File: config.mk
export PLATFORM = sky130hd
export DESIGN_NAME = lcd_shared_io_ports
export DESIGN_NICKNAME = d
export VERILOG_FILES = /design/src/lcd_port_pkg.sv /design/src/lcd_shared_io_ports.sv /design/src/pin_sync.sv
export SDC_FILE = /design/constraint.sdc
export NUM_CORES = 1
export LEC_CHECK = 0
export BUFFER_PORTS_ARGS = -buffer_cell sky130_fd_sc_hd__buf_4
export CAP_MARGIN = 40
export CORE_ASPECT_RATIO = 1.2
export CORE_UTILIZATION = 40
export DETAILED_ROUTE_END_ITERATION = 7
export GPL_ROUTABILITY_DRIVEN = 0
export HOLD_SLACK_MARGIN = 0.15
export PLACE_DENSITY = 0.65
export SYNTH_ARGS = -nofsm -noshare
export SYNTH_HDL_FRONTEND = slang
export SYNTH_HIERARCHICAL = 1
export SYNTH_SLANG_ARGS = --single-unit
File: constraint.sdc
create_clock -name MCLK -period 1.85 [get_ports MCLK]
set_input_delay 0 -clock MCLK [delete_from_list [all_inputs] [get_ports MCLK]]
set_output_delay 0 -clock MCLK [all_outputs]
set_load 0.1 [all_outputs]
File: src/lcd_port_pkg.sv
package lcd_port_pkg;

   // Register indices; the Avalon word address equals the index (byte address is four times it).
   localparam logic [15:0] IDX_LCD_PIN_CONFIG = 16'hFFC0;
   localparam logic [15:0] IDX_PORT7_DATA = 16'hFFDA;
   localparam logic [15:0] IDX_PORT8_DATA = 16'hFFDB;
   localparam logic [15:0] IDX_PORT7_DIR = 16'hFFEA;
   localparam logic [15:0] IDX_PORT8_DIR = 16'hFFEB;

   localparam logic [7:0] RST_PORT_DATA = 8'h00;
   localparam logic [7:0] RST_PORT_DIR = 8'h00;
   localparam logic [3:0] RST_PIN_SELECT = 4'h0;
   localparam logic [7:0] DIR_READ_VALUE = 8'hFF;
   localparam logic [31:0] UNMAPPED_READ_VALUE = 32'h0000_0000;

   localparam int SELECT_LSB = 0;
   localparam int SELECT_W = 4;
   localparam int PORT_W = 8;
   localparam int SYNC_STAGES = 2;

   localparam logic [3:0] SEL_P7_LOW_LAST_GPIO = 4'h4;
   localparam logic [3:0] SEL_P8_LOW_LAST_GPIO = 4'h2;

   typedef enum logic [2:0] {
      MODE_ACTIVE = 3'h0,
      MODE_SUBACTIVE = 3'h1,
      MODE_SLEEP = 3'h2,
      MODE_SUBSLEEP = 3'h3,
      MODE_WATCH = 3'h4,
      MODE_STANDBY = 3'h5
   } op_mode_t;

   typedef enum logic [1:0] {
      BUS_IDLE = 2'h0,
      BUS_ANSWER = 2'h1
   } bus_state_t;

endpackage : lcd_port_pkg

File: src/lcd_shared_io_ports.sv
// Our own choice: register access over Avalon-MM.
`timescale 1ns/1ps
module lcd_shared_io_ports
   import lcd_port_pkg::*;
#(
   parameter int ADDR_W = 16
) (
   input wire logic MCLK, // System clock, 40 MHz.
   input wire logic ARST_N, // Asynchronous reset, active low.
   input wire logic [ADDR_W-1:0] AVS_ADDRESS, // Word address (register index).
   input wire logic AVS_READ, // Read request.
   input wire logic AVS_WRITE, // Write request.
   input wire logic [3:0] AVS_BYTEENABLE, // Byte enables; lane 0 carries the data.
   input wire logic [31:0] AVS_WRITEDATA, // Write data.
   output logic [31:0] AVS_READDATA, // Read data.
   output logic AVS_WAITREQUEST, // Stall while the answer is prepared.
   input wire logic [2:0] OP_MODE, // Chip operating mode.
   input wire logic [PORT_W-1:0] LCD_SEG7, // Segment drive for port 7 pins.
   input wire logic [PORT_W-1:0] LCD_SEG8, // Segment drive for port 8 pins.
   input wire logic [PORT_W-1:0] PORT7_PIN_IN, // Port 7 pin levels.
   output logic [PORT_W-1:0] PORT7_PIN_OUT, // Port 7 pin drive values.
   output logic [PORT_W-1:0] PORT7_PIN_OE, // Port 7 drive enables.
   input wire logic [PORT_W-1:0] PORT8_PIN_IN, // Port 8 pin levels.
   output logic [PORT_W-1:0] PORT8_PIN_OUT, // Port 8 pin drive values.
   output logic [PORT_W-1:0] PORT8_PIN_OE // Port 8 drive enables.
);

   typedef struct packed {
      bus_state_t bus_st;
      logic [31:0] rdata;
      logic [3:0] pin_select;
      logic [PORT_W-1:0] p7_dir;
      logic [PORT_W-1:0] p7_data;
      logic [PORT_W-1:0] p8_dir;
      logic [PORT_W-1:0] p8_data;
      logic [PORT_W-1:0] p7_out;
      logic [PORT_W-1:0] p7_oe;
      logic [PORT_W-1:0] p8_out;
      logic [PORT_W-1:0] p8_oe;
   } port_state_t;

   port_state_t state_ff;
   port_state_t nxt_state;

   logic [2*PORT_W-1:0] pins_sync;
   logic [PORT_W-1:0] p7_level;
   logic [PORT_W-1:0] p8_level;
   logic [PORT_W-1:0] p7_gpio;
   logic [PORT_W-1:0] p8_gpio;
   logic bus_req;
   logic hit_cfg;
   logic hit_p7_data;
   logic hit_p8_data;
   logic hit_p7_dir;
   logic hit_p8_dir;
   logic mode_float;
   logic mode_hold;

   generate
      if (ADDR_W < 16) begin : g_bad_addr
         $error("ADDR_W must be at least 16 to reach the register indices");
      end
   endgenerate

   // Pin levels come from the board and are brought into the MCLK domain.
   pin_sync #(
      .WIDTH(2 * PORT_W)
   ) u_pin_sync (
      .clk(MCLK),
      .arst_n(ARST_N),
      .async_in({PORT8_PIN_IN, PORT7_PIN_IN}),
      .sync_out(pins_sync)
   );

   assign p7_level = pins_sync[PORT_W-1:0];
   assign p8_level = pins_sync[2*PORT_W-1:PORT_W];

   // True for each port 7 pin that the select field leaves as general I/O.
   function automatic logic [PORT_W-1:0] p7_gpio_mask(input logic [3:0] sel);
      logic hi_gpio;
      logic lo_gpio;
      hi_gpio = (sel[3:2] == 2'b00);
      lo_gpio = (sel[3:2] == 2'b00) || (sel == SEL_P7_LOW_LAST_GPIO);
      p7_gpio_mask = {{(PORT_W/2){hi_gpio}}, {(PORT_W/2){lo_gpio}}};
   endfunction : p7_gpio_mask

   // True for each port 8 pin that the select field leaves as general I/O.
   function automatic logic [PORT_W-1:0] p8_gpio_mask(input logic [3:0] sel);
      logic hi_gpio;
      logic lo_gpio;
      hi_gpio = (sel[3:1] == 3'b000);
      lo_gpio = (sel[3:1] == 3'b000) || (sel == SEL_P8_LOW_LAST_GPIO);
      p8_gpio_mask = {{(PORT_W/2){hi_gpio}}, {(PORT_W/2){lo_gpio}}};
   endfunction : p8_gpio_mask

   // Output pins read the latch, input pins read the synchronised pin level.
   function automatic logic [PORT_W-1:0] port_read(
      input logic [PORT_W-1:0] dir,
      input logic [PORT_W-1:0] latch,
      input logic [PORT_W-1:0] level
   );
      port_read = (dir & latch) | (~dir & level);
   endfunction : port_read

   // Writes land only in the bytes the master enables; lane 0 holds the 8-bit value.
   function automatic logic [PORT_W-1:0] lane0_write(
      input logic [PORT_W-1:0] old_value,
      input logic [3:0] be,
      input logic [31:0] wdata
   );
      lane0_write = be[0] ? wdata[PORT_W-1:0] : old_value;
   endfunction : lane0_write

   assign p7_gpio = p7_gpio_mask(state_ff.pin_select);
   assign p8_gpio = p8_gpio_mask(state_ff.pin_select);

   assign bus_req = AVS_READ | AVS_WRITE;

   always_comb begin
      hit_cfg = 1'b0;
      hit_p7_data = 1'b0;
      hit_p8_data = 1'b0;
      hit_p7_dir = 1'b0;
      hit_p8_dir = 1'b0;
      if (AVS_ADDRESS == ADDR_W'(IDX_LCD_PIN_CONFIG)) begin
         hit_cfg = 1'b1;
      end else if (AVS_ADDRESS == ADDR_W'(IDX_PORT7_DATA)) begin
         hit_p7_data = 1'b1;
      end else if (AVS_ADDRESS == ADDR_W'(IDX_PORT8_DATA)) begin
         hit_p8_data = 1'b1;
      end else if (AVS_ADDRESS == ADDR_W'(IDX_PORT7_DIR)) begin
         hit_p7_dir = 1'b1;
      end else if (AVS_ADDRESS == ADDR_W'(IDX_PORT8_DIR)) begin
         hit_p8_dir = 1'b1;
      end
   end

   // Reset itself floats the pins through the register reset value.
   always_comb begin
      mode_float = 1'b0;
      mode_hold = 1'b0;
      case (op_mode_t'(OP_MODE))
         MODE_STANDBY: begin
            mode_float = 1'b1;
         end
         MODE_SLEEP, MODE_SUBSLEEP, MODE_WATCH: begin
            mode_hold = 1'b1;
         end
         default: begin
            mode_hold = 1'b0;
         end
      endcase
   end

   always_comb begin
      nxt_state = state_ff;

      // One wait cycle: the answer is prepared, then handed over with waitrequest low.
      case (state_ff.bus_st)
         BUS_IDLE: begin
            if (bus_req) begin
               nxt_state.bus_st = BUS_ANSWER;
               nxt_state.rdata = UNMAPPED_READ_VALUE;
               if (hit_cfg) begin
                  nxt_state.rdata[SELECT_LSB +: SELECT_W] = state_ff.pin_select;
               end else if (hit_p7_data) begin
                  nxt_state.rdata[PORT_W-1:0] =
                     port_read(state_ff.p7_dir, state_ff.p7_data, p7_level);
               end else if (hit_p8_data) begin
                  nxt_state.rdata[PORT_W-1:0] =
                     port_read(state_ff.p8_dir, state_ff.p8_data, p8_level);
               end else if (hit_p7_dir) begin
                  nxt_state.rdata[PORT_W-1:0] = DIR_READ_VALUE;
               end else if (hit_p8_dir) begin
                  nxt_state.rdata[PORT_W-1:0] = DIR_READ_VALUE;
               end
            end
         end
         BUS_ANSWER: begin
            nxt_state.bus_st = BUS_IDLE;
            if (AVS_WRITE) begin
               if (hit_cfg) begin
                  if (AVS_BYTEENABLE[0]) begin
                     nxt_state.pin_select = AVS_WRITEDATA[SELECT_LSB +: SELECT_W];
                  end
               end else if (hit_p7_data) begin
                  nxt_state.p7_data =
                     lane0_write(state_ff.p7_data, AVS_BYTEENABLE, AVS_WRITEDATA);
               end else if (hit_p8_data) begin
                  nxt_state.p8_data =
                     lane0_write(state_ff.p8_data, AVS_BYTEENABLE, AVS_WRITEDATA);
               end else if (hit_p7_dir) begin
                  nxt_state.p7_dir =
                     lane0_write(state_ff.p7_dir, AVS_BYTEENABLE, AVS_WRITEDATA);
               end else if (hit_p8_dir) begin
                  nxt_state.p8_dir =
                     lane0_write(state_ff.p8_dir, AVS_BYTEENABLE, AVS_WRITEDATA);
               end
            end
         end
         default: begin
            nxt_state.bus_st = BUS_IDLE;
         end
      endcase

      // Pin drivers: floated in standby, frozen in the sleep family, live otherwise.
      if (mode_float) begin
         nxt_state.p7_oe = '0;
         nxt_state.p8_oe = '0;
      end else if (!mode_hold) begin
         // Segment pins always drive; I/O pins drive their latch when set as outputs.
         nxt_state.p7_oe = ~p7_gpio | state_ff.p7_dir;
         nxt_state.p7_out = (p7_gpio & state_ff.p7_data) | (~p7_gpio & LCD_SEG7);
         nxt_state.p8_oe = ~p8_gpio | state_ff.p8_dir;
         nxt_state.p8_out = (p8_gpio & state_ff.p8_data) | (~p8_gpio & LCD_SEG8);
      end
   end

   always_ff @(posedge MCLK or negedge ARST_N) begin
      if (!ARST_N) begin
         state_ff.bus_st <= BUS_IDLE;
         state_ff.rdata <= UNMAPPED_READ_VALUE;
         state_ff.pin_select <= RST_PIN_SELECT;
         state_ff.p7_dir <= RST_PORT_DIR;
         state_ff.p7_data <= RST_PORT_DATA;
         state_ff.p8_dir <= RST_PORT_DIR;
         state_ff.p8_data <= RST_PORT_DATA;
         state_ff.p7_out <= RST_PORT_DATA;
         state_ff.p7_oe <= '0;
         state_ff.p8_out <= RST_PORT_DATA;
         state_ff.p8_oe <= '0;
      end else begin
         state_ff <= nxt_state;
      end
   end

   assign AVS_WAITREQUEST = bus_req & (state_ff.bus_st != BUS_ANSWER);
   assign AVS_READDATA = state_ff.rdata;
   assign PORT7_PIN_OUT = state_ff.p7_out;
   assign PORT7_PIN_OE = state_ff.p7_oe;
   assign PORT8_PIN_OUT = state_ff.p8_out;
   assign PORT8_PIN_OE = state_ff.p8_oe;

endmodule : lcd_shared_io_ports

File: src/pin_sync.sv
`timescale 1ns/1ps
module pin_sync
   import lcd_port_pkg::*;
#(
   parameter int WIDTH = 16
) (
   input wire logic clk, // Sampling clock.
   input wire logic arst_n, // Asynchronous reset, active low.
   input wire logic [WIDTH-1:0] async_in, // Levels from outside the clock domain.
   output logic [WIDTH-1:0] sync_out // Levels after two flip-flops.
);

   typedef struct packed {
      logic [WIDTH-1:0] meta;
      logic [WIDTH-1:0] stable;
   } sync_state_t;

   sync_state_t sync_ff;
   sync_state_t nxt_sync;

   generate
      if (WIDTH < 1) begin : g_bad_width
         $error("pin_sync width must be at least one");
      end
   endgenerate

   // Only the second stage reads the first one.
   always_comb begin
      nxt_sync.meta = async_in;
      nxt_sync.stable = sync_ff.meta;
   end

   always_ff @(posedge clk or negedge arst_n) begin
      if (!arst_n) begin
         sync_ff <= '0;
      end else begin
         sync_ff <= nxt_sync;
      end
   end

   assign sync_out = sync_ff.stable;

endmodule : pin_sync

Yosys cells after proc, flatten, opt, wreduce, memory -nomap -nowiden
Index checks and enable logic that the tools add are counted.
{ "word_totals": {"reg_bits": 110, "latchBits": 0, "ram_bits": 0, "mem_bits_ro": 0, "in_bits": 91, "output_inout_bits": 65, "word_cells": 95, "n_memories": 0} }
{ "op_classes": {"add_sub_neg": 0, "n_mul": 0, "n_div": 0, "order_cmp": 0, "n_eq_ne": 15, "shift": 0, "muxes": 28, "bitwise_logic": 26, "n_reduce_logical": 13} }
{ "op_table": {"columns": ["operator", "count"], "rows": [
  ["equality test 16 bit, second input constant", 5],
  ["AND 8 bit", 8],
  ["two-way mux 8 bit", 6],
  ["OR 8 bit", 6],
  ["two-way mux 34 bit", 1],
  ["NOT 8 bit", 4],
  ["two-way mux 24 bit", 1],
  ["two-way mux 1 bit", 17],
  ["two-way mux 4 bit", 2],
  ["AND reduction 8 bit", 1],
  ["AND reduction 7 bit", 1],
  ["equality test 3 x 2 -> 1 bit, second input constant", 2],
  ["equality test 3 bit, second input constant", 2],
  ["NOT 1 bit", 6],
  ["AND reduction 6 bit", 1],
  ["AND reduction 5 bit", 1],
  ["equality test 4 x 2 -> 1 bit, second input constant", 1],
  ["equality test 4 x 3 -> 1 bit, second input constant", 1],
  ["zero test 2 bit", 2],
  ["!= test 2 bit, second input constant", 2],
  ["AND reduction 2 bit", 2],
  ["AND reduction 4 bit", 1],
  ["zero test 3 bit", 1],
  ["OR reduction 3 bit", 1],
  ["other kinds (6)", 7]
]} }

Longest topological paths before layout
Gate-level depths: netlist of run 1.
{ "depth": {"word_depth": 13, "ltp_mapped": 5, "depth_no_buf": 4} }

Cells and area by module
The synthesis of run 1 kept the hierarchy.
{ "modules_own_cells": {"columns": ["mod", "instances", "cells_each", "area_each_um2", "seq_area_each_um2"], "rows": [
  ["lcd_shared_io_ports", 1, 379, 4121.5, 1926.8],
  ["pin_sync", 1, 32, 800.8, 800.8]
]} }

Least setup slack after synthesis of run 1
No wires, ideal clock.
{ "synth_timing": {"path_type": "reg-to-reg", "from": "reg state_ff[100] (netlist name)", "to": "reg state_ff (netlist bit AVS_READDATA[1])", "setup_ns": 0.095, "t_arrival_ns": 1.711, "required_ns": 1.755, "setup_slack_ns": 0.043, "path_stages_with_launch": 6, "cell_sequence": "dfrtp_1 > o21bai_1 > inv_1 > nand2b_1 > buf_1 > o31ai_1"} }
{ "synth_between": {"elab_chain_len": 2} }
{ "synth_lines": {"columns": ["element", "line", "text"], "rows": [
  ["start, declared", "lcd_shared_io_ports.sv:42", "port_state_t state_ff;"],
  ["start signal, assigned", "lcd_shared_io_ports.sv:233", "state_ff <= nxt_state;"],
  ["zero test 2 bit", "lcd_shared_io_ports.sv:159", "case (state_ff.bus_st)"],
  ["AND reduction 2 bit (no line)", null, null]
]} }
Every way passes these cells.
A chain may end at the register's enable or synchronous reset.

Final worst setup path of run 1
{ "layout_timing": {"from": "reg state_ff[100] (netlist name)", "to": "reg state_ff[61] (netlist name)"} }
{ "layout_between": {"elab_chain_len": 2} }
{ "layout_lines": {"columns": ["element", "line"], "rows": [
  ["equality test 2 x 1 -> 1 bit", "lcd_shared_io_ports.sv:159"],
  ["AND reduction 7 bit (no line)", null]
]} }
Every way passes these cells.

==> flow_summary_export.csv, run 1 <==
group,metric,value,unit
timing,hold_violations,0,
final_layout,antennaDiodeCount,0,
pwr,p_int,3.60,mW
logic_synthesis,yosysUniqueCellTypes,35,
clocking,clk_pin_slew,0.07,ns
detailed_routing,drt_iter0_drc,122,
timing,drv_slew,0,
place,dpl.hpwl,7630,um
logic_synthesis,async_reset_ff_frac,1.00,
critical_path,critical_path_class,"reg -> reg",
floorplanning,start_util,0.408,
critical_path,worstPathRequired,2.08,ns
final_layout,layout.nets,618,
worst_hold_path,hold_class,"in -> reg",
grt,grt_max_degree,50,
detailed_routing,wl_per_cell,15.2,um
logic_synthesis,synth_area_per_cell,12.0,um2
timing,setup_viol,0,
critical_path,critPathMaxStageDelay,0.39,ns
floorplanning,rows,44,
detailed_routing,wirelength,10500,um
run,maxCapViolations,0,
detailed_routing,routed_via_density,4.75,
final_layout,fin_area,0.00628,mm2
pwr,switching_share,0.262,
clocking,cts.sinks,109,
place,io_buffers,104,
timing,finalCritPeriodShare,0.882,
detailed_routing,vias,3291,
place,place_area,0.00556,mm2
critical_path,cp_cell_sequence,"nand3_1 -> nor3_2 -> nand2_1 -> mux2_2",
timing,rsz0062_at_grt,"no",
grt,grt_pass1_vias,3229,
logic_synthesis,synth-edff-count,0,
run_status,status,"completed",
pwr,power_frac_clock,0.378,
logic_synthesis,synth_area,0.00492,mm2
pwr,p_leak,2.99,nW
pwr,p_comb_frac,0.124,
grt,grt_pass1_wl,16400,um
floorplanning,coreArea,0.0121,mm2
clocking,clock_latency,0.35,ns
logic_synthesis,synth-main-ff-cell,"dfrtp_1",
detailed_routing,ant_nets,0,
pwr,switchingPower,1.28,mW
logic_synthesis,synth_top_cell_by_area,"dfrtp_1",
critical_path,cp-start-kind,"flop",
critical_path,cp_num_buf_inv,0,
critical_path,cp_max_fo,8,
critical_path,cp-end-kind,"flop",
timing,fin_crit,1.63,ns
timing,max_freq,613,MHz
clocking,htree_levels,3,
logic_synthesis,synth_top_area_share,0.554,
clocking,tritoncts,"done",
final_layout,drive_above_1_share,0.370,
logic_synthesis,synth_area_leaders,"dfrtp_1 (55%), mux2_2 (11%), buf_4 (9.8%)",
critical_path,cp_top_family,"simple AND/OR/NAND/NOR gates",
timing,relSlewSlack,0.575,
grt,overflow,0,
critical_path,arrival,1.86,ns
final_layout,mostFrequentLayoutCells,"buf_4 (115), dfrtp_1 (109), mux2_2 (48)",
final_layout,syn2layout_area_growth,27.6,%
final_layout,final_common_cell,"buf_4",
pwr,peakVddDrop,412,uV
grt,antenna_found_initial,0,
timing,fin_skew,0.00515,ns
clocking,cts-root-buf,"clkbuf_16",
floorplanning,die_x,103,um
detailed_routing,firstDrtPassIters,4,
floorplanning,die_h,124,um
logic_synthesis,ys_seq_area_frac,0.554,
floorplanning,ios,156,
grt,grt_usage,0.173,
logic_synthesis,synthCells,411,
clocking,cts_buffer_depth,2,
timing,tightest_slew,0.638,ns
floorplanning,die-area,0.0128,mm2
critical_path,crit_slowest_cell,"mux2_2",
clocking,post_cts_resize_count,0,
clocking,cts-buffers-inserted,9,
logic_synthesis,synth-warning-count,6,
logic_synthesis,synth_seq_cells,109,
timing,setup_tns,0,ns
detailed_routing,drc,0,
pwr,sequentialPowerShare,0.498,
pwr,power_density,777,mW/mm2
[through the flow]
step | instances | setup slack, ns | utilization | power, mW | hold slack (ns)
2_1_floorplan | 434 | 0.0434 | - | 2.83 | -0.296
3_3_place_gp | 634 | 0.215 | 0.461 | 3.00 | 0.0611
3_5_place_dp | 634 | 0.182 | 0.461 | 3.01 | 0.0603
4_1_cts | 693 | 0.190 | 0.521 | 4.92 | 0.185
5_1_grt | 693 | 0.0725 | 0.521 | 5.04 | 0.209
6_report | 693 | 0.218 | 0.521 | 4.88 | 0.178
[power groups by stage]
stage / Clock, mW / Combinational [mW] / Sequential [mW]
global route: 1.96 / 0.645 / 2.43
finish: 1.85 / 0.603 / 2.43
detailed placement: 0 / 0.532 / 2.48
floorplan: 0 / 0.358 / 2.47
CTS: 1.88 / 0.607 / 2.43
global placement: 0 / 0.526 / 2.48
[final cells by class]
| type | count | area [um2] |
|---|---|---|
| repair buffers | 159 | 1310 |
| clock buffers | 11 | 253 |
| fillers | 1041 | 5780 |
| flip-flops and latches | 109 | 2730 |
| inverters | 2 | 7.51 |
| multi-input cells | 246 | 1740 |
| clock inverters | 5 | 33.8 |
| well taps | 161 | 201 |
[synth_stat cells, types with 2 or more instances]
cell      count
nand2b_1      3
nand2_1      43
nand4_2       2
buf_4        64
a211oi_2      8
nand4b_1      2
mux2i_1      17
nor2b_1       8
a22oi_1       8
clkbuf_1     11
mux2_2       48
o21ai_0      37
nor2_1       22
o31ai_1       8
dfrtp_1     109
inv_1         2
[state kept, by name, summed over array words and instances, names as in the netlist]
name                 count
PORT8_PIN_OUT            8
state_ff                37
AVS_READDATA             8
PORT7_PIN_OUT            8
PORT7_PIN_OE             8
PORT8_PIN_OE             8
u_pin_sync/nxt_sync     16
u_pin_sync/sync_out     16
[worst paths after layout]
kind,from,end,slack [ns],cells after the start
worst max-delay path,state_ff[100],state_ff[61],0.22,4
worst min-delay path,OP_MODE[2],PORT7_PIN_OE[4],0.18,5
worst max register to register,state_ff[100],state_ff[61],0.22,4
worst min register to register,u_pin_sync/nxt_sync[7],u_pin_sync/sync_out[7],0.35,0
max in group asynchronous,ARST_N,u_pin_sync/sync_out[8],0.97,3
min in group asynchronous,ARST_N,PORT7_PIN_OUT[4],0.20,2
[kinds of logic after synthesis]
group | after synthesis | synth area share
DFF | 109 | 0.554
and+or+nand+nor | 92 | 0.0994
buffers and inverters | 79 | 0.111
muxes | 65 | 0.144
AOI/OAI and AO/OA | 63 | 0.0872
xor gates and xnor gates | 2 | 0.00356
other | 1 | 0.000762
[metal layers]
layer,GRT usage,up-vias,part of all wire
li1,-,1559,-
met5,0,-,0
met1,0.223,1606,0.43
met4,0.0581,0,0.018
met2,0.290,110,0.50
met3,0.0339,16,0.052
[worst register-to-register path: cells and delay by family, from the launching register on]
family	cells	cell delay (ns)
mux	1	0.39
flops	1	0.35
simple gates	3	0.77
[repair_timing]
| item | in CTS | in global routing |
|---|---|---|
| endpoints found under the hold margin | 115 | 0 |
| buffers inserted | 0 | 0 |
| hold buffers | 43 | 0 |
No activity file was read; power rests on OpenSTA's default activity.
==> run 2: changes to the inputs <==
--- a/config.mk
+++ b/config.mk
@@ -7,7 +7,6 @@
 export LEC_CHECK = 0
 export BUFFER_PORTS_ARGS = -buffer_cell sky130_fd_sc_hd__buf_4
 export CAP_MARGIN = 40
-export CORE_ASPECT_RATIO = 1.2
 export CORE_UTILIZATION = 40
 export DETAILED_ROUTE_END_ITERATION = 7
 export GPL_ROUTABILITY_DRIVEN = 0
==> flow_summary_export.csv, run 2 (synthesized netlist as in run 1, its figures left out) <==
group,metric,value,unit
timing,hold_violations,0,
critical_path,cp_max_fo,8,
timing,timing.hold.ws,0.190,ns
critical_path,cp-start-kind,"flop",
grt,grt_pass1_wl,17600,um
floorplanning,start_util,0.410,
detailed_routing,drc,0,
final_layout,fin_area,0.00627,mm2
clocking,clk_pin_slew,0.07,ns
final_layout,mostFrequentLayoutCells,"buf_4 (114), dfrtp_1 (109), mux2_2 (48)",
final_layout,drive_above_1_share,0.368,
timing,fin_crit,1.62,ns
pwr,power,4.85,mW
grt,overflow,0,
detailed_routing,drt_iter0_drc,165,
timing,layout_setup_ws,0.227,ns
final_layout,regMostFlops,"state_ff",
place,dpl.hpwl,7670,um
floorplanning,die_x,113,um
timing,max_freq,616,MHz
detailed_routing,ant_nets,0,
grt,grt_usage,0.181,
floorplanning,coreArea,0.0120,mm2
pwr,power_density,774,mW/mm2
clocking,htree_levels,3,
critical_path,worstPathRequired,2.09,ns
clocking,cts_buffer_depth,2,
grt,grt_max_degree,49,
timing,setup_tns,0,ns
timing,setup_viol,0,
worst_hold_path,hold_class,"in -> reg",
clocking,cts-buffers-inserted,9,
final_layout,final_common_cell,"buf_4",
final_layout,antennaDiodeCount,0,
timing,rsz0062_at_grt,"no",
floorplanning,die_h,113,um
place,io_buffers,104,
final_layout,largest_reg_flops,37,
critical_path,cp-end-kind,"flop",
timing,relSlewSlack,0.640,
grt,antenna_found_initial,0,
pwr,peakVddDrop,374,uV
final_layout,syn2layout_area_growth,27.4,%
detailed_routing,wl_per_cell,15.7,um
critical_path,arrival,1.86,ns
run_status,status,"completed",
pwr,p_leak,3.00,nW
place,place_ws,0.233,ns
detailed_routing,wirelength,10700,um
floorplanning,ios,156,
critical_path,critical_path_class,"reg -> reg",
detailed_routing,vias,3326,
timing,finalCritPeriodShare,0.877,
detailed_routing,firstDrtPassIters,4,
clocking,cts.sinks,109,
grt,grt_pass1_vias,3320,
timing,tightest_slew,0.535,ns
clocking,cts-root-buf,"clkbuf_16",
run,maxCapViolations,0,
final_layout,layout.nets,619,
floorplanning,die-area,0.0128,mm2
timing,fin_skew,0.00825,ns
timing,drv_slew,0,
clocking,clock_latency,0.35,ns
floorplanning,rows,40,
clocking,tritoncts,"done",
place,place_area,0.00554,mm2
detailed_routing,routed_via_density,4.89,
run 2: cell count changes in the layout (fill, tap and decap cells not counted):
cell / before / now
buf_4: 115 / 114
buf_8: 0 / 1
clkbuf_1: 0 / 1
clkbuf_8: 2 / 1
clkinv_4: 0 / 1
clkinvlp_4: 2 / 1
dlygate4sd3_1: 43 / 44
run 2: metal layers:
layer,up-vias,part of all wire,global-route usage
met1,1621,0.45,0.249
met4,0,0.023,0.0851
met5,-,0,0
met3,17,0.046,0.0262
met2,123,0.48,0.284
li1,1565,-,-
run 2: final timing paths:
kind / from / end / slack [ns] / cells past startpoint
min: AVS_READ / AVS_READDATA[7] / 0.19 / 5
max in group asynchronous: ARST_N / u_pin_sync/sync_out[0] / 0.61 / 4
max reg2reg: state_ff[100] / state_ff[59] / 0.23 / 4
min reg2reg: u_pin_sync/nxt_sync[10] / u_pin_sync/sync_out[10] / 0.35 / 0
max: state_ff[100] / state_ff[59] / 0.23 / 4
min in group asynchronous: ARST_N / state_ff[48] / 0.20 / 3
run 2: worst max-delay path, cell delays in order (launching register included):
cell and delay [ns]:
dfrtp_1 0.35, nand3_1 0.10, nor3_2 0.30, nand2_1 0.37
mux2_2 0.38
run 2: where the power goes:
group          internal [mW]  total [mW]  leakage [nW]  switching, mW
sequential              2.42        2.43          1.45         0.0106
combinational          0.199       0.608          1.41          0.409
clock                  0.953        1.82         0.136          0.862
total                   3.57        4.85          3.00           1.28
run 2: what timing repair did:
item                                   CTS  global route
hold buffers                            44             0
endpoints found under the hold margin  178             0
resized for setup                        0             0
setup buffers                            0             0
run 2: stage by stage:
| step | cells | utilization |
|---|---|---|
| floorplan | 434 | - |
| global placement | 619 | 0.461 |
| detailed placement | 619 | 0.461 |
| CTS | 679 | 0.521 |
| global route | 680 | 0.522 |
| finish | 680 | 0.522 |
run 2: layout make-up:
type                       count  area (um2)
fill                        1056        5740
sequential                   109        2730
multi-input combinational    246        1740
timing repair buffer         160        1330
clock buffer                  11         243
tap                          147         184
clock inverter                 5        35.0
inverter                       2        7.51
==> run 3: changes to the inputs <==
--- a/config.mk
+++ b/config.mk
@@ -14,5 +14,4 @@
 export PLACE_DENSITY = 0.65
 export SYNTH_ARGS = -nofsm -noshare
 export SYNTH_HDL_FRONTEND = slang
-export SYNTH_HIERARCHICAL = 1
 export SYNTH_SLANG_ARGS = --single-unit
==> flow_summary_export.csv, run 3 <==
group,metric,value,unit
run_status,status,"finished, violations left",
run_status,failed_checks,"design-rule violations",
timing,rsz0062_at_grt,"no",
timing,fin_skew,0.00697,ns
timing,max_freq,600,MHz
critical_path,rrSetupSlack,0.18,ns
timing,timing.hold.ws,0.179,ns
grt,grt_usage,0.180,
final_layout,layout.nets,614,
critical_path,r2r-start,"state_ff[100]",
timing,layout_setup_ws,0.182,ns
critical_path,arrival,1.89,ns
pwr,p_int,3.78,mW
pwr,switchingPower,1.23,mW
clocking,post_cts_resize_count,0,
detailed_routing,drc,13,
place,place_ws,0.131,ns
detailed_routing,ant_nets,0,
critical_path,critical_path_class,"reg -> reg",
grt,grt_pass1_wl,17300,um
detailed_routing,wirelength,10400,um
worst_hold_path,min_from,"AVS_ADDRESS[0]",
pwr,sequentialPowerShare,0.485,
detailed_routing,drt_iter0_drc,144,
pwr,p_comb_frac,0.119,
place,dp.cells,614,
final_layout,fin_util,0.534,
clocking,cts.sinks,109,
pwr,switching_share,0.246,
timing,drv_slew,0,
logic_synthesis,synth_top_area_share,0.566,
pwr,power_density,811,mW/mm2
timing,tightest_slew,0.529,ns
final_layout,final_common_cell,"buf_4",
grt,overflow,0,
logic_synthesis,synth_top_cell_by_area,"dfrtp_1",
logic_synthesis,synth-edff-count,0,
critical_path,rr_endpoint,"state_ff[41]",
final_layout,antennaDiodeCount,0,
clocking,cts-root-buf,"clkbuf_16",
logic_synthesis,ys_top_cells_by_count,"dfrtp_1 (109), buf_4 (64), o21ai_0 (49)",
critical_path,cp-end-kind,"flop",
floorplanning,coreArea,0.0116,mm2
critical_path,ff2ff_path_depth,5,
pwr,power_frac_clock,0.395,
timing,hold_violations,0,
clocking,clock_latency,0.34,ns
final_layout,mostFrequentLayoutCells,"buf_4 (114), dfrtp_1 (109), o21ai_0 (49)",
critical_path,worstPathRequired,2.07,ns
floorplanning,rows,39,
clocking,clk_pin_slew,0.07,ns
timing,fin_crit,1.67,ns
detailed_routing,routed_via_density,4.84,
detailed_routing,vias,3240,
timing,setup_viol,0,
critical_path,crit_end,"state_ff[41]",
detailed_routing,firstDrtPassIters,6,
place,io_buffers,104,
grt,grt_pass1_vias,3380,
final_layout,syn2layout_area_growth,28.0,%
final_layout,drive_above_1_share,0.350,
critical_path,cp-start-kind,"flop",
floorplanning,ios,156,
floorplanning,die-area,0.0125,mm2
pwr,p_leak,2.94,nW
clocking,htree_levels,3,
timing,setup_tns,0,ns
run,maxCapViolations,0,
final_layout,largest_reg_flops,37,
detailed_routing,wl_per_cell,15.5,um
grt,antenna_found_initial,0,
clocking,cts-buffers-inserted,9,
timing,relSlewSlack,0.647,
final_layout,final_cells,669,
logic_synthesis,synth_area_per_cell,11.8,um2
place,dpl.hpwl,7350,um
logic_synthesis,synthCells,409,
logic_synthesis,synth_area,0.00482,mm2
floorplanning,die_h,112,um
floorplanning,start_util,0.417,
logic_synthesis,synth_seq_cells,109,
logic_synthesis,yosysUniqueCellTypes,34,
logic_synthesis,ys_seq_area_frac,0.566,
logic_synthesis,post-synth-top-count-cell,"dfrtp_1",
critical_path,startpoint,"state_ff[100]",
floorplanning,die_x,112,um
logic_synthesis,async_reset_ff_frac,1.00,
timing,finalCritPeriodShare,0.902,
pwr,peakVddDrop,461,uV
clocking,tritoncts,"done",
logic_synthesis,synth-warning-count,0,
logic_synthesis,synth-main-ff-cell,"dfrtp_1",
grt,grt_max_degree,49,
logic_synthesis,synth_area_leaders,"dfrtp_1 (57%), buf_4 (10%), mux2_2 (9.3%)",
worst_hold_path,hold_class,"in -> reg",
critical_path,cp_max_fo,8,
clocking,cts_buffer_depth,2,
final_layout,regMostFlops,"state_ff",
## run 3: changes by cell type after synthesis, sizes merged, moves of 7 or more
| cell | previous run | this run |
|---|---|---|
| a211oi | 8 | 0 |
| nor2b | 8 | 1 |
| a21oi | 0 | 8 |
| o31ai | 8 | 0 |
| o21ai | 37 | 49 |
## run 3: worst min-delay path by stage
stage,depth (start not counted),slack (ns),end
floorplan,0,-0.30,AVS_READDATA[0]
global placement,1,0.007,PORT7_PIN_OUT[5]
detailed placement,1,0.02,PORT7_PIN_OUT[5]
CTS,5,0.16,AVS_READDATA[6]
global route,2,0.22,state_ff[53]
finish,5,0.18,AVS_READDATA[6]
## run 3: routing by layer
layer  part of all wire  up-vias  wire (um)  GRT usage
li1                   -     1532          -          -
met5                  0        -          0          0
met3              0.060        9        616     0.0555
met2               0.48      107       4980      0.298
met1               0.45     1592       4650      0.231
met4              0.010        0        106     0.0414
## run 3: power groups by stage
stage	registers, mW	logic, mW	clock network [mW]
global placement	2.48	0.527	0
detailed placement	2.48	0.535	0
floorplan	2.47	0.358	0
global route	2.43	0.642	2.13
CTS	2.43	0.604	2.03
finish	2.43	0.598	1.98
## run 3: area by class of cell
| cell class | instances | area (um2) |
|---|---|---|
| clock buffers | 10 | 229 |
| inverters | 2 | 11.3 |
| repair buffers | 156 | 1290 |
| multi-input cells | 245 | 1660 |
| fillers | 1013 | 5390 |
| clock inverters | 4 | 75.1 |
| well taps | 143 | 179 |
| flip-flops and latches | 109 | 2730 |
## run 3: timing repair
| item | 4_1_cts | 5_1_grt |
|---|---|---|
| hold buffers | 41 | 0 |
| hold endpoints to repair | 165 | 0 |
| setup buffers | 0 | 0 |
## run 3: critical path: stages (launching register included)
cell and delay (ns):
dfrtp_1 0.35, nand3_1 0.17, nor3_1 0.26, nor3b_4 0.22, buf_4 0.21, mux2_2 0.35
## run 3: logic make-up after synthesis
kind of cell | count (synthesis) | share of synthesized area
other cells | 1 | 0.000778
compound gates | 62 | 0.0672
simple gates | 89 | 0.0937
xor+xnor | 1 | 0.00182
buf+inv | 78 | 0.111
flops | 109 | 0.566
mux | 69 | 0.160
## run 3: metrics by stage
step	power, mW	cell area [um2]
finish	5.01	6170
global route	5.21	6170
CTS	5.07	6170
detailed placement	3.01	5460
global placement	3.00	5460
floorplan	2.83	4910
